==> src/common/srs_pkg.sv <==
// constants and types of the solenoid reference shaper
package srs_pkg;
	localparam int          DATA_W        = 16;
	localparam int          CLK_PERIOD_NS = 5;
	localparam int          RAMP_TICK_NS  = 1000;
	localparam int          RAMP_TICK_CYC = RAMP_TICK_NS / CLK_PERIOD_NS;
	localparam logic [7:0]  OFS_CTRL      = 8'h00;
	localparam logic [7:0]  OFS_SCALE_POS = 8'h04;
	localparam logic [7:0]  OFS_SCALE_NEG = 8'h08;
	localparam logic [7:0]  OFS_BIAS_POS  = 8'h0C;
	localparam logic [7:0]  OFS_BIAS_NEG  = 8'h10;
	localparam logic [7:0]  OFS_THRESHOLD = 8'h14;
	localparam logic [7:0]  OFS_OFFSET    = 8'h18;
	localparam logic [7:0]  OFS_RATE01    = 8'h1C;
	localparam logic [7:0]  OFS_RATE23    = 8'h20;
	localparam logic [7:0]  OFS_LIN       = 8'h24;
	localparam logic [7:0]  OFS_DITHER    = 8'h28;
	localparam logic [7:0]  OFS_DITH_AMP  = 8'h2C;
	localparam logic [7:0]  OFS_PCAP      = 8'h30;
	localparam logic [7:0]  OFS_STATUS    = 8'h34;
	localparam int          CTRL_SRC_BIT  = 0;
	localparam int          CTRL_RAMP_BIT = 1;
	localparam int          CTRL_MODE_LSB = 2;
	localparam int          CTRL_PLIM_BIT = 4;
	localparam int          CTRL_W        = 5;
	localparam int          STAT_LIM_BIT  = 16;
	localparam int          STAT_EN_BIT   = 17;
	localparam int          LIN_FRAC      = 8;
	localparam int          SCALE_FRAC    = 15;
	localparam logic [4:0]  RST_CTRL      = 5'h00;
	localparam logic [15:0] RST_SCALE     = 16'h7FFF;
	localparam logic [15:0] RST_ZERO16    = 16'h0000;
	localparam logic [15:0] RST_RATE      = 16'h0040;
	localparam logic [15:0] RST_LIN_KNEE  = 16'h7FFF;
	localparam logic [15:0] RST_LIN_GAIN  = 16'h0100;
	localparam logic [15:0] RST_DITH_BASE = 16'h0100;
	localparam logic [15:0] RST_DITH_SLP  = 16'h0100;
	localparam logic [31:0] RST_PCAP      = 32'hFFFFFFFF;
	typedef enum logic [1:0] {
		SRS_RAMP_SINGLE = 2'b00,
		SRS_RAMP_UPDOWN = 2'b01,
		SRS_RAMP_QUAD   = 2'b10
	} srs_ramp_mode_t;
	typedef enum logic {
		SRS_DIV_IDLE = 1'b0,
		SRS_DIV_RUN  = 1'b1
	} srs_div_state_t;
endpackage

==> src/hdl/srs_divider.sv <==
// iterative restoring divider for the power limiter
`timescale 1ns/1ps
module srs_divider
#(
	parameter int NUM_W = 32,
	parameter int DEN_W = 16
)
(
	// clock and reset
	input  wire logic             clk,
	input  wire logic             reset,
	// operands, taken when start is seen in idle
	input  wire logic             start,
	input  wire logic [NUM_W-1:0] numerator,
	input  wire logic [DEN_W-1:0] denominator,
	// result, held until the next division ends; done pulses for one cycle only
	output logic                  done,
	output logic      [NUM_W-1:0] quotient
);
	import srs_pkg::*;
	localparam int CNT_W = $clog2(NUM_W + 1);
	initial
	begin
		if (NUM_W < 2 || DEN_W < 2)
			$error("srs_divider: operand widths too small");
	end
	typedef struct packed {
		srs_div_state_t   state;
		logic [CNT_W-1:0] cnt;
		logic [DEN_W:0]   rem;
		logic [NUM_W-1:0] quo;
		logic [DEN_W-1:0] den;
		logic             done;
		logic [NUM_W-1:0] result;
	} srs_div_t;
	srs_div_t s_reg;
	srs_div_t s_next;
	logic [DEN_W:0] shifted;
	always_comb
	begin
		s_next = s_reg;
		s_next.done = 1'b0;
		shifted = {s_reg.rem[DEN_W-1:0], s_reg.quo[NUM_W-1]};
		case (s_reg.state)
			SRS_DIV_IDLE:
				if (start)
				begin
					s_next.state = SRS_DIV_RUN;
					s_next.cnt = CNT_W'(NUM_W);
					s_next.rem = '0;
					s_next.quo = numerator;
					s_next.den = denominator;
				end
			SRS_DIV_RUN:
			begin
				if (shifted >= {1'b0, s_reg.den})
				begin
					s_next.rem = shifted - {1'b0, s_reg.den};
					s_next.quo = {s_reg.quo[NUM_W-2:0], 1'b1};
				end
				else
				begin
					s_next.rem = shifted;
					s_next.quo = {s_reg.quo[NUM_W-2:0], 1'b0};
				end
				s_next.cnt = s_reg.cnt - 1'b1;
				if (s_reg.cnt == CNT_W'(1))
				begin
					s_next.state = SRS_DIV_IDLE;
					s_next.done = 1'b1;
					s_next.result = s_next.quo;
				end
			end
			default:
				s_next.state = SRS_DIV_IDLE;
		endcase
	end
	always_ff @(posedge clk)
	begin
		if (reset)
			s_reg <= '0;
		else
			s_reg <= s_next;
	end
	assign done = s_reg.done;
	assign quotient = s_reg.result;
endmodule

==> src/hdl/srs_shaper.sv <==
// solenoid reference shaper with apb configuration port
`timescale 1ns/1ps
module srs_shaper
#(
	parameter int TICK_CYC = srs_pkg::RAMP_TICK_CYC
)
(
	// clock and reset
	input  wire logic                        clk,
	input  wire logic                        reset,
	// apb slave
	input  wire logic                        psel,
	input  wire logic                        penable,
	input  wire logic                        pwrite,
	input  wire logic [7:0]                  paddr,
	input  wire logic [31:0]                 pwdata,
	output logic      [31:0]                 prdata,
	output logic                             pready,
	output logic                             pslverr,
	// references and feedback
	input  wire logic signed [srs_pkg::DATA_W-1:0] analog_ref,
	input  wire logic signed [srs_pkg::DATA_W-1:0] fieldbus_ref,
	input  wire logic [srs_pkg::DATA_W-1:0]  pressure_feedback_input,
	input  wire logic                        enable_in,
	// current loop side
	output logic signed [srs_pkg::DATA_W-1:0] current_setpoint,
	output logic [srs_pkg::DATA_W-1:0]       dither_step,
	output logic                             power_limited
);
	import srs_pkg::*;
	localparam int TW = $clog2(TICK_CYC + 1);
	initial
	begin
		if (TICK_CYC < 1)
			$error("srs_shaper: ramp tick must be at least one cycle");
	end
	typedef logic signed [31:0] s32_t;
	typedef struct packed {
		logic [CTRL_W-1:0] ctrl;
		logic [15:0]       scale_pos;
		logic [15:0]       scale_neg;
		logic [15:0]       bias_pos;
		logic [15:0]       bias_neg;
		logic [15:0]       threshold;
		logic [15:0]       offset;
		logic [3:0][15:0]  rate;
		logic [15:0]       lin_knee;
		logic [15:0]       lin_gain;
		logic [15:0]       dith_base;
		logic [15:0]       dith_slope;
		logic [15:0]       dith_amp;
		logic [31:0]       pcap;
		logic [15:0]       ramp_val;
		logic [TW-1:0]     tick_cnt;
		logic [23:0]       phase;
		logic [15:0]       setpoint;
		logic [15:0]       dstep;
		logic              limited;
		logic [31:0]       rdata;
		logic              ready;
		logic              slverr;
	} srs_state_t;
	srs_state_t s_reg;
	srs_state_t s_next;

	function automatic logic [15:0] mag(input logic [15:0] v);
		mag = v[15] ? 16'(-v) : v;
	endfunction
	function automatic logic [15:0] clamp(input s32_t v, input s32_t lo,
		input s32_t hi);
		if (v > hi)
			clamp = hi[15:0];
		else if (v < lo)
			clamp = lo[15:0];
		else
			clamp = v[15:0];
	endfunction
	function automatic s32_t sx(input logic [15:0] v);
		sx = 32'(signed'(v));
	endfunction
	function automatic s32_t zx(input logic [15:0] v);
		zx = s32_t'({16'h0000, v});
	endfunction

	localparam s32_t FS_POS = 32'sh00007FFF;
	localparam s32_t FS_NEG = -32'sh00007FFF;
	logic        access;
	logic        mapped;
	logic [31:0] rd_mux;
	logic [15:0] src;
	logic [15:0] flow_mag;
	logic [31:0] power_req;
	logic        limit_hit;
	logic [15:0] lim_mag;
	logic [15:0] target;
	logic [15:0] step;
	logic [1:0]  rsel;
	logic        tick;
	logic [15:0] lin;
	logic [15:0] lin_mag;
	logic [15:0] biased;
	logic signed [47:0] scaled;
	logic [15:0] cur;
	logic        div_done;
	logic [31:0] quotient;
	logic [31:0] dprod;

	srs_divider #(.NUM_W(32), .DEN_W(16)) u_div (
		.clk         (clk),
		.reset       (reset),
		.start       (1'b1),
		.numerator   (s_reg.pcap),
		.denominator (pressure_feedback_input),
		.done        (div_done),
		.quotient    (quotient)
	);

	always_comb
	begin
		s_next = s_reg;
		// apb: one wait state, write and read data at the pready edge
		access = psel && penable && s_reg.ready;
		mapped = 1'b1;
		rd_mux = 32'h00000000;
		case (paddr)
			OFS_CTRL:      rd_mux = {27'h0000000, s_reg.ctrl};
			OFS_SCALE_POS: rd_mux = zx(s_reg.scale_pos);
			OFS_SCALE_NEG: rd_mux = zx(s_reg.scale_neg);
			OFS_BIAS_POS:  rd_mux = zx(s_reg.bias_pos);
			OFS_BIAS_NEG:  rd_mux = zx(s_reg.bias_neg);
			OFS_THRESHOLD: rd_mux = zx(s_reg.threshold);
			OFS_OFFSET:    rd_mux = zx(s_reg.offset);
			OFS_RATE01:    rd_mux = {s_reg.rate[1], s_reg.rate[0]};
			OFS_RATE23:    rd_mux = {s_reg.rate[3], s_reg.rate[2]};
			OFS_LIN:       rd_mux = {s_reg.lin_gain, s_reg.lin_knee};
			OFS_DITHER:    rd_mux = {s_reg.dith_slope, s_reg.dith_base};
			OFS_DITH_AMP:  rd_mux = zx(s_reg.dith_amp);
			OFS_PCAP:      rd_mux = s_reg.pcap;
			OFS_STATUS:    rd_mux = {14'h0000, enable_in, s_reg.limited,
				s_reg.setpoint};
			default:       mapped = 1'b0;
		endcase
		s_next.ready = psel && penable && !s_reg.ready;
		s_next.rdata = (s_next.ready && !pwrite) ? rd_mux : 32'h00000000;
		s_next.slverr = s_next.ready && !mapped;
		// no lockout by the reference source: writes land at any time
		if (access && pwrite)
		begin
			case (paddr)
				OFS_CTRL:      s_next.ctrl = pwdata[CTRL_W-1:0];
				OFS_SCALE_POS: s_next.scale_pos = pwdata[15:0];
				OFS_SCALE_NEG: s_next.scale_neg = pwdata[15:0];
				OFS_BIAS_POS:  s_next.bias_pos = pwdata[15:0];
				OFS_BIAS_NEG:  s_next.bias_neg = pwdata[15:0];
				OFS_THRESHOLD: s_next.threshold = pwdata[15:0];
				OFS_OFFSET:    s_next.offset = pwdata[15:0];
				OFS_RATE01:    s_next.rate[1:0] = pwdata;
				OFS_RATE23:    s_next.rate[3:2] = pwdata;
				OFS_LIN:       {s_next.lin_gain, s_next.lin_knee} = pwdata;
				OFS_DITHER:    {s_next.dith_slope, s_next.dith_base} = pwdata;
				OFS_DITH_AMP:  s_next.dith_amp = pwdata[15:0];
				OFS_PCAP:      s_next.pcap = pwdata;
				default:       s_next.ctrl = s_reg.ctrl;
			endcase
		end
		// reference source
		src = s_reg.ctrl[CTRL_SRC_BIT] ? fieldbus_ref : analog_ref;
		// power limiter on the flow magnitude
		flow_mag = mag(src);
		power_req = 32'(pressure_feedback_input) * 32'(flow_mag);
		limit_hit = s_reg.ctrl[CTRL_PLIM_BIT] && power_req >= s_reg.pcap
			&& pressure_feedback_input != 16'h0000;
		lim_mag = flow_mag;
		if (limit_hit && quotient < 32'(flow_mag))
			lim_mag = quotient[15:0];
		target = src[15] ? 16'(-lim_mag) : lim_mag;
		s_next.limited = limit_hit;
		// ramp generator, stepping once per tick
		tick = s_reg.tick_cnt == '0;
		s_next.tick_cnt = tick ? TW'(TICK_CYC - 1) : s_reg.tick_cnt - 1'b1;
		case (srs_ramp_mode_t'(s_reg.ctrl[CTRL_MODE_LSB +: 2]))
			SRS_RAMP_SINGLE: rsel = 2'b00;
			SRS_RAMP_UPDOWN: rsel = {1'b0, sx(target) < sx(s_reg.ramp_val)};
			SRS_RAMP_QUAD:   rsel = {s_reg.ramp_val[15],
				sx(target) < sx(s_reg.ramp_val)};
			default:         rsel = 2'b00;
		endcase
		step = s_reg.rate[rsel];
		if (!s_reg.ctrl[CTRL_RAMP_BIT])
			s_next.ramp_val = target;
		else if (tick)
		begin
			if (sx(target) > sx(s_reg.ramp_val) + zx(step))
				s_next.ramp_val = 16'(sx(s_reg.ramp_val) + zx(step));
			else if (sx(target) < sx(s_reg.ramp_val) - zx(step))
				s_next.ramp_val = 16'(sx(s_reg.ramp_val) - zx(step));
			else
				s_next.ramp_val = target;
		end
		// linearization: gain applies to the part above the knee
		lin_mag = mag(s_reg.ramp_val);
		if (lin_mag > s_reg.lin_knee)
			lin_mag = clamp(zx(s_reg.lin_knee) + 32'((zx(lin_mag)
				- zx(s_reg.lin_knee)) * zx(s_reg.lin_gain) >>> LIN_FRAC),
				32'sh0, FS_POS);
		lin = s_reg.ramp_val[15] ? 16'(-lin_mag) : lin_mag;
		// bias above the threshold, chosen by polarity
		biased = lin;
		if (mag(lin) > s_reg.threshold)
			biased = lin[15] ? clamp(sx(lin) - zx(s_reg.bias_neg), FS_NEG,
				FS_POS) : clamp(sx(lin) + zx(s_reg.bias_pos), FS_NEG,
				FS_POS);
		// scale: full-scale reference gives the programmed current
		scaled = 48'(sx(biased)) * 48'(zx(biased[15] ? s_reg.scale_neg
			: s_reg.scale_pos));
		cur = clamp(32'(scaled >>> SCALE_FRAC) + sx(s_reg.offset),
			-zx(s_reg.scale_neg), zx(s_reg.scale_pos));
		// dither rate rises linearly with demanded current
		dprod = 32'(zx(s_reg.dith_slope) * zx(mag(cur)) >>> SCALE_FRAC);
		s_next.dstep = clamp(zx(s_reg.dith_base) + s32_t'(dprod), 32'sh0,
			32'sh0000FFFF);
		s_next.phase = s_reg.phase + 24'(s_reg.dstep);
		s_next.setpoint = 16'h0000;
		if (enable_in)
			s_next.setpoint = clamp(sx(cur) + (s_reg.phase[23]
				? zx(s_reg.dith_amp) : -zx(s_reg.dith_amp)),
				-zx(s_reg.scale_neg), zx(s_reg.scale_pos));
	end

	always_ff @(posedge clk)
	begin
		if (reset)
		begin
			s_reg <= '0;
			s_reg.ctrl <= RST_CTRL;
			s_reg.scale_pos <= RST_SCALE;
			s_reg.scale_neg <= RST_SCALE;
			s_reg.bias_pos <= RST_ZERO16;
			s_reg.bias_neg <= RST_ZERO16;
			s_reg.threshold <= RST_ZERO16;
			s_reg.offset <= RST_ZERO16;
			s_reg.rate <= {4{RST_RATE}};
			s_reg.lin_knee <= RST_LIN_KNEE;
			s_reg.lin_gain <= RST_LIN_GAIN;
			s_reg.dith_base <= RST_DITH_BASE;
			s_reg.dith_slope <= RST_DITH_SLP;
			s_reg.dith_amp <= RST_ZERO16;
			s_reg.pcap <= RST_PCAP;
		end
		else
			s_reg <= s_next;
	end
	assign prdata = s_reg.rdata;
	assign pready = s_reg.ready;
	assign pslverr = s_reg.slverr;
	assign current_setpoint = s_reg.setpoint;
	assign dither_step = s_reg.dstep;
	assign power_limited = s_reg.limited;

	AST_ENABLE_ZERO: assert property (@(posedge clk)
		disable iff (reset) !enable_in |=> current_setpoint == 16'h0000)
		else $error("setpoint not zero while disabled");
	AST_RAMP_BYPASS: assert property (@(posedge clk)
		disable iff (reset)
		!s_reg.ctrl[CTRL_RAMP_BIT] |=> s_reg.ramp_val == $past(target))
		else $error("disabled ramp did not pass reference");
	AST_RAMP_STEP: assert property (@(posedge clk)
		disable iff (reset) s_reg.ctrl[CTRL_RAMP_BIT] && !tick
		|=> s_reg.ramp_val == $past(s_reg.ramp_val))
		else $error("ramp moved between ticks");
	AST_SAT_RANGE: assert property (@(posedge clk)
		disable iff (reset) sx(current_setpoint) <= zx(s_reg.scale_pos)
		|| $changed(s_reg.scale_pos))
		else $error("setpoint above positive scale");
	AST_SAT_NEG: assert property (@(posedge clk)
		disable iff (reset) sx(current_setpoint) >= -zx(s_reg.scale_neg)
		|| $changed(s_reg.scale_neg))
		else $error("setpoint below negative scale");
	AST_PRESS_ZERO: assert property (@(posedge clk)
		disable iff (reset)
		pressure_feedback_input == 16'h0000 |-> target == src)
		else $error("zero pressure altered the flow");
	AST_LIMIT_MIN: assert property (@(posedge clk)
		disable iff (reset) limit_hit |-> lim_mag <= flow_mag
		&& (lim_mag == flow_mag || 32'(lim_mag) == quotient))
		else $error("limited flow is not the minimum");
	AST_NO_BIAS: assert property (@(posedge clk)
		disable iff (reset) mag(lin) <= s_reg.threshold |-> biased == lin)
		else $error("bias added at or below threshold");
	AST_SCALE_WRITE: assert property (@(posedge clk)
		disable iff (reset) access && pwrite && paddr == OFS_SCALE_POS
		|=> s_reg.scale_pos == $past(pwdata[15:0]))
		else $error("scale write lost");
	AST_APB_WAIT: assert property (@(posedge clk) disable iff (reset)
		psel && !penable ##1 psel && penable |-> !pready ##1 pready)
		else $error("apb answer not after one wait state");
	COV_LIMIT: cover property (@(posedge clk) disable iff (reset)
		limit_hit ##1 power_limited);
	COV_RAMP: cover property (@(posedge clk) disable iff (reset)
		s_reg.ctrl[CTRL_RAMP_BIT] && tick && target != s_reg.ramp_val);
	COV_SLVERR: cover property (@(posedge clk) disable iff (reset)
		pslverr);
	COV_DIV: cover property (@(posedge clk) disable iff (reset)
		div_done && limit_hit);
endmodule

==> config.mk <==
export PLATFORM = sky130hd
export DESIGN_NAME = srs_shaper
export DESIGN_NICKNAME = d
export VERILOG_FILES = /design/src/common/srs_pkg.sv /design/src/hdl/srs_divider.sv /design/src/hdl/srs_shaper.sv
export SDC_FILE = /design/constraint.sdc
export NUM_CORES = 2
export LEC_CHECK = 0
export BUFFER_PORTS_ARGS = -buffer_cell sky130_fd_sc_hd__buf_2
export CORE_MARGIN = 2
export CORE_UTILIZATION = 65
export CTS_CLUSTER_SIZE = 28
export DETAILED_ROUTE_END_ITERATION = 8
export PLACE_DENSITY = 0.9
export SLEW_MARGIN = 20
export SYNTH_ARGS = -nofsm -noshare
export SYNTH_HDL_FRONTEND = slang
export SYNTH_SLANG_ARGS = --single-unit
==> constraint.sdc <==
create_clock -name clk -period 70 [get_ports clk]
set_input_delay 7 -clock clk [delete_from_list [all_inputs] [get_ports clk]]
set_output_delay 7 -clock clk [all_outputs]
set_load 0.05 [all_outputs]
After elaboration in Yosys (flattened, before gate mapping). Index checks and enable logic that the tools add are counted.

Register bits after elaboration: 495. Output and inout bits: 67. Word-level logic and storage cells: 170.

Add/subtract/negate cells: 21. $mul: 4. $lt $le $gt $ge: 21. Equality and inequality tests: 17. Mux-type cells: 38. Bitwise gates (word level): 3. Reductions and logical operators: 33.

Operators with widths (number): 16-bit two-way mux (29); 32-bit case mux with 14 select lines (1); 56-bit case mux with 2 select lines (1); 16-bit negator (6); 16-bit by 16-bit multiplier with 32-bit output (2); 16-bit negator with 32-bit output (2); 49-bit two-way mux (1); 8-bit by 6-bit == test with 1-bit output (second input constant) (6); 16-bit by 17-bit adder with 18-bit output (2); 18-bit by 16-bit > comparator with 1-bit output (second input constant) (2); 18-bit by 16-bit less-than comparator with 1-bit output (second input constant) (2); 16-bit by 17-bit subtractor with 18-bit output (2); 16-bit by 17-bit multiplier with 33-bit output (1); 16-bit by 32-bit adder with 32-bit output (1); 16-bit binary-select mux with 2-bit select (1); 8-bit by 5-bit == test with 1-bit output (second input constant) (4); 32-bit >= comparator (1); 16-bit > comparator (2); 32-bit by 17-bit > comparator with 1-bit output (1); 19-bit by 32-bit less-than comparator with 1-bit output (1); 32-bit by 16-bit less-than comparator with 1-bit output (1); 32-bit less-than comparator (1); 17-bit by 17-bit multiplier with 32-bit output (1); 32-bit two-way mux (1); other kinds (35) (65).

Depth between registers and ports, before layout.
Depth in word-level cells: 30. Gate-level depth with buffers: 179.

Hierarchy. From an unflattened synthesis, not the netlist that was laid out.

Cell total of the unflattened synthesis: 9073. Area, all modules: 73561.8 sq um.

Modules (own cells, without submodules): srs_shaper (instances 1, cells an instance 8410, area each 68320.5 sq um, sequential area each 7847.5 sq um); srs_divider (instances 1, cells an instance 663, area each 5241.3 sq um, sequential area each 2082.0 sq um).

Least setup slack after synthesis. No wires, ideal clock.

Path type: flip-flop to flip-flop. Start point: reg s_reg[100] in the netlist's numbering. End point: reg s_reg (netlist bit dither_step[10]). Library setup time: 0.134 ns. Arrival time: 35.393 ns. Path slack: 34.473 ns. Stages on the path, launching flop included: 163. Cells stage by stage: dfxtp_1 inv_1 ha_1 mux2i_1 inv_1 fa_1 a21o_1 a221oi_1 o21ai_1 a21o_1 a21oi_1 nor2b_1 o21a_1 o21ai_0 nand2b_1 a21oi_1 xnor2_1 clkbuf_1 [127 not listed] o21ai_0 nand2_1 and2_1 o21ai_0 nand2b_1 and2_1 o21ai_0 nand2b_1 a21o_1 a21o_1 a21o_1 a21o_1 a21o_1 a21oi_1 nor2_1 o21ai_0 clkbuf_1 o21ai_0.

Word-level cells in the longest chain between the ends: 30. Elaborated cells on any way between the ends: 43.

Ends and longest elaborated chain: start, declared (line srs_shaper.sv:63) `srs_state_t s_reg;`; start signal, assigned (line srs_shaper.sv:251) `s_reg <= s_next;`; 16-bit negator (line srs_shaper.sv:67) `mag = v[15] ? 16'(-v) : v;`; 16-bit two-way mux (*) (line srs_shaper.sv:67); 16-bit by 16-bit subtractor with 17-bit output (line srs_shaper.sv:204) `- zx(s_reg.lin_knee)) * zx(s_reg.lin_gain) >>> LIN_FRAC),`; 17-bit by 17-bit multiplier with 32-bit output (line srs_shaper.sv:204); 17-bit by 24-bit adder with 25-bit output (line srs_shaper.sv:203) `lin_mag = clamp(zx(s_reg.lin_knee) + 32'((zx(lin_mag)`; 25-bit by 1-bit less-than comparator with 1-bit output (line srs_shaper.sv:73) `else if (v < lo)`; 16-bit two-way mux (line srs_shaper.sv:73); 16-bit two-way mux (line srs_shaper.sv:71) `if (v > hi)`; [14 not listed]; 16-bit two-way mux (*) (line srs_shaper.sv:71); 16-bit negator (line srs_shaper.sv:67); 16-bit two-way mux (*) (line srs_shaper.sv:67); 16-bit by 16-bit multiplier with 32-bit output (*) (line srs_shaper.sv:219) `dprod = 32'(zx(s_reg.dith_slope) * zx(mag(cur)) >>> SCALE_FRAC);`; 17-bit by 17-bit adder with 18-bit output (*) (line srs_shaper.sv:220) `s_next.dstep = clamp(zx(s_reg.dith_base) + s32_t'(dprod), 32'sh0,`; 18-bit by 1-bit less-than comparator with 1-bit output (line srs_shaper.sv:73); 16-bit two-way mux (line srs_shaper.sv:73); 16-bit two-way mux (*) (line srs_shaper.sv:71).

Mark *: on every way between the ends. The rest lies on a longest branch, timed or not. A chain may end at the register's enable or synchronous reset.

Worst setup path in the final report.
Start point: reg s_reg[100] in the netlist's numbering. End point: reg s_reg (netlist bit dither_step[5]).

The elaborated chain is that of the path after synthesis.

==> impl_results.md <==
- Mapped Cells: roughly 8,900
- Antenna-violating nets left: 0
- CTS Buffer Depth: 3
- 1st-pass router iterations: 9
- Syn Area/Cell: about 8.1 µm²
- Die width: roughly 340 µm
- Peak Freq: approximately 24 MHz
- Count of pins over their slew limit: 0
- DR DRC count: 17
- Placer Congestion: between 1 and 1.5
- Clock slew at the register clock pins of the worst setup and hold paths: roughly 0.07 ns
- Commonest non-fill, non-tap cell in the layout: inv_1
- Gr usage total: 43.9%
- Post-synth net total: 10,700
- Worst hold path type: register to register
- Startpoint types: register
- Post-CTS Setup Inserts: 0
- Worst relative slew slack: around 22%
- CTS tree: done
- Worst Hold Path EP: u_div.quotient[22]$_SDFFE_PP0P_
- Yosys cell types: about 100
- Post-CTS Hold Fix Bufs: 0
- Number of I/O port buffers: 160
- Initial Util: ~66%
- Endpoints failing hold: 0
- CP delay by family, top: compound AO/OA/AOI/OAI gates
- CTS resizes: 0
- Via Count: roughly 65,000
- Core ar.: around 0.11 mm²
- Sequential area share after synthesis: between 10% and 20%
- Largest net degree at the start of global routing: 90
- Most frequent cells in the layout: 1,374 x inv_1, 1,304 x nand2_1, 856 x fa_1
- Routed WL: around 250 mm
- Final setup TNS: 0 ns
- Average wire per standard cell: 24.4 µm
- Post-synth EDFFs: 0
- Filler Cell Count: between 8,000 and 9,000
- Clock sink total: a little under 500
- H-tree depth: 2
- I/O Pins: ~160
- CP required: approximately 70 ns
- Asr flop ratio synth: 0%
- Die area: ~0.11 mm²
- Hold depth: 2
- Initial antenna violation count: 10
- Top cell by count, worst path: inv_1
- Detailed Route Iter0 Violations: 7,776
- Total CTS buffers: 53
- R2r setup slk: 28.26 ns
- Failing checks: DRC
- Chip height: about 340 µm
- Worst-path fanout max: 39
- Cell area after layout: 0.0763 mm²
- #FFs+latches synth: around 500
- Period utilisation layout: about three fifths
- Vias in the first global route: around 65,000
- Share of cells above drive strength 1: around 6%
- Capture point of the worst reg-to-reg path: dither_step[5]$_SDFF_PP0_
- CP max-delay cell: nor2_1
- Crit path DAT: approximately 42 ns
- First-pass GRT wire length: 381 mm
- CTS Root Cell: clkbuf_16
- RSZ-0062 raised after global routing: false
- Fin crit period: approximately 42 ns
- Status: complete, but fails checks
- Worst clock skew: ~0.07 ns
- Largest register FFs: approximately 330
- R2R cell count: ~170
- Synth warnings: 0
- CP Buf/Inv Count: 26
- Layout Area Growth over Synthesis: 5.19%
- Hold Crit Start: u_div.s_reg[70]$_SDFF_PP0_
- Max-Cap Viols: 0
- Worst skew pair latency: approximately 0.67 ns
- Vias per cell: approximately 6.3
- CP max stage delay: about 0.76 ns
- Placed cell area: roughly 0.074 mm²
- Final Setup Violations: 0
- Final net count: approximately 11,000
- Netlist Area Pre-Place: about 0.073 mm²
- Cell Rows: 122
- Worst-Margin Slew: 1.16 ns
- Top_reg_cell synth: dfxtp_1
- Critical path class: register to register
- RR Startpoint: s_reg[100]$_SDFFE_PP0P_
- Crit end category: register
- Total grt overflow: 0
- HPWL after DPL: slightly below 200 mm
## logic make-up (layout without fill, tap and decap cells)
kind of cell | Yosys count | in the layout | synth area share [%]
buffers and inverters | 1835 | 1760 | 9.86
flip-flops | 495 | 495 | 13.7
adder cells (fa/ha/maj) | 1677 | 1677 | 37.8
AND/OR/NAND/NOR | 2783 | 2783 | 17.5
XOR/XNOR | 363 | 363 | 4.38
multiplexers | 181 | 181 | 2.58
other | 0 | 8 | 0
AO/OA/AOI/OAI | 1571 | 1571 | 14.2
## worst register-to-register path, delay by kind of cell, from the launching register on
kind | cells | cell delay, ns
AO/OA/AOI/OAI | 65 | 15.74
adder cells (fa/ha/maj) | 30 | 12.47
AND/OR/NAND/NOR | 38 | 7.05
buffers and inverters | 26 | 4.08
XOR/XNOR | 6 | 1.61
flip-flops | 1 | 0.54
multiplexers | 1 | 0.13
## layer usage
layer	track usage [%]	vias to the layer above	part of all wire, %
li1	-	28700	-
met3	12.4	1005	12
met4	26.9	16	7.4
met1	56.3	31700	38
met5	0	-	0.041
met2	65.9	4096	43
## cells in the mapped netlist, types with 64 or more instances
cell	count	area share (%)
a211oi_1	69	0.71
a21o_1	154	1.6
a21oi_1	536	3.7
and2_1	317	2.7
buf_4	64	0.66
clkbuf_1	357	1.8
dfxtp_1	495	14
fa_1	856	24
ha_1	821	14
inv_1	1374	7.1
mux2i_1	144	2.0
nand2_1	1305	6.8
nand2b_1	107	0.92
nand3_1	102	0.70
nor2_1	530	2.7
nor2b_1	111	0.96
nor3_1	92	0.63
o211ai_1	88	0.91
o21ai_0	220	1.5
xnor2_1	244	2.9
xor2_1	119	1.4
## how the worst max path moves through the flow
| stage | endpoint | cells past startpoint | startpoint | slack, ns |
|---|---|---|---|---|
| 3_3_place_gp | dither_step[3]$_SDFF_PP0_ | 167 | s_reg[100]$_SDFFE_PP0P_ | 29.55 |
| 3_5_place_dp | dither_step[1]$_SDFF_PP0_ | 163 | s_reg[100]$_SDFFE_PP0P_ | 29.12 |
| 5_1_grt | dither_step[2]$_SDFF_PP0_ | 163 | s_reg[100]$_SDFFE_PP0P_ | 25.71 |
| 4_1_cts | dither_step[1]$_SDFF_PP0_ | 166 | s_reg[100]$_SDFFE_PP0P_ | 28.93 |
| 2_1_floorplan | dither_step[10]$_SDFF_PP0_ | 162 | s_reg[100]$_SDFFE_PP0P_ | 34.47 |
| 6_report | dither_step[5]$_SDFF_PP0_ | 166 | s_reg[100]$_SDFFE_PP0P_ | 28.26 |
## stage by stage
step / hold slack [ns] / cells / util [%] / worst slack [ns]
2_1_floorplan: 0.432 / 8905 / - / 34.47
3_3_place_gp: 0.438 / 10200 / 67.2 / 29.55
3_5_place_dp: 0.444 / 10200 / 67.2 / 29.12
4_1_cts: 0.430 / 10300 / 68.9 / 28.93
5_1_grt: 0.472 / 10300 / 68.9 / 25.71
6_report: 0.443 / 10300 / 68.9 / 28.26
## area by class of cell
type	count	area, µm²	share of cell area [%]
repair buffers	287	1780	2.34
multi-input cells	6575	55800	73.1
clock buffers	66	1460	1.91
inverters	1377	5170	6.78
flip-flops and latches	495	9910	13.0
diodes	8	20.0	0.0262
well taps	1488	1860	2.44
clock inverters	30	340	0.446
Power is not shown: default switching activity piles up to over one toggle a cycle in this logic, so the estimate is an artifact.
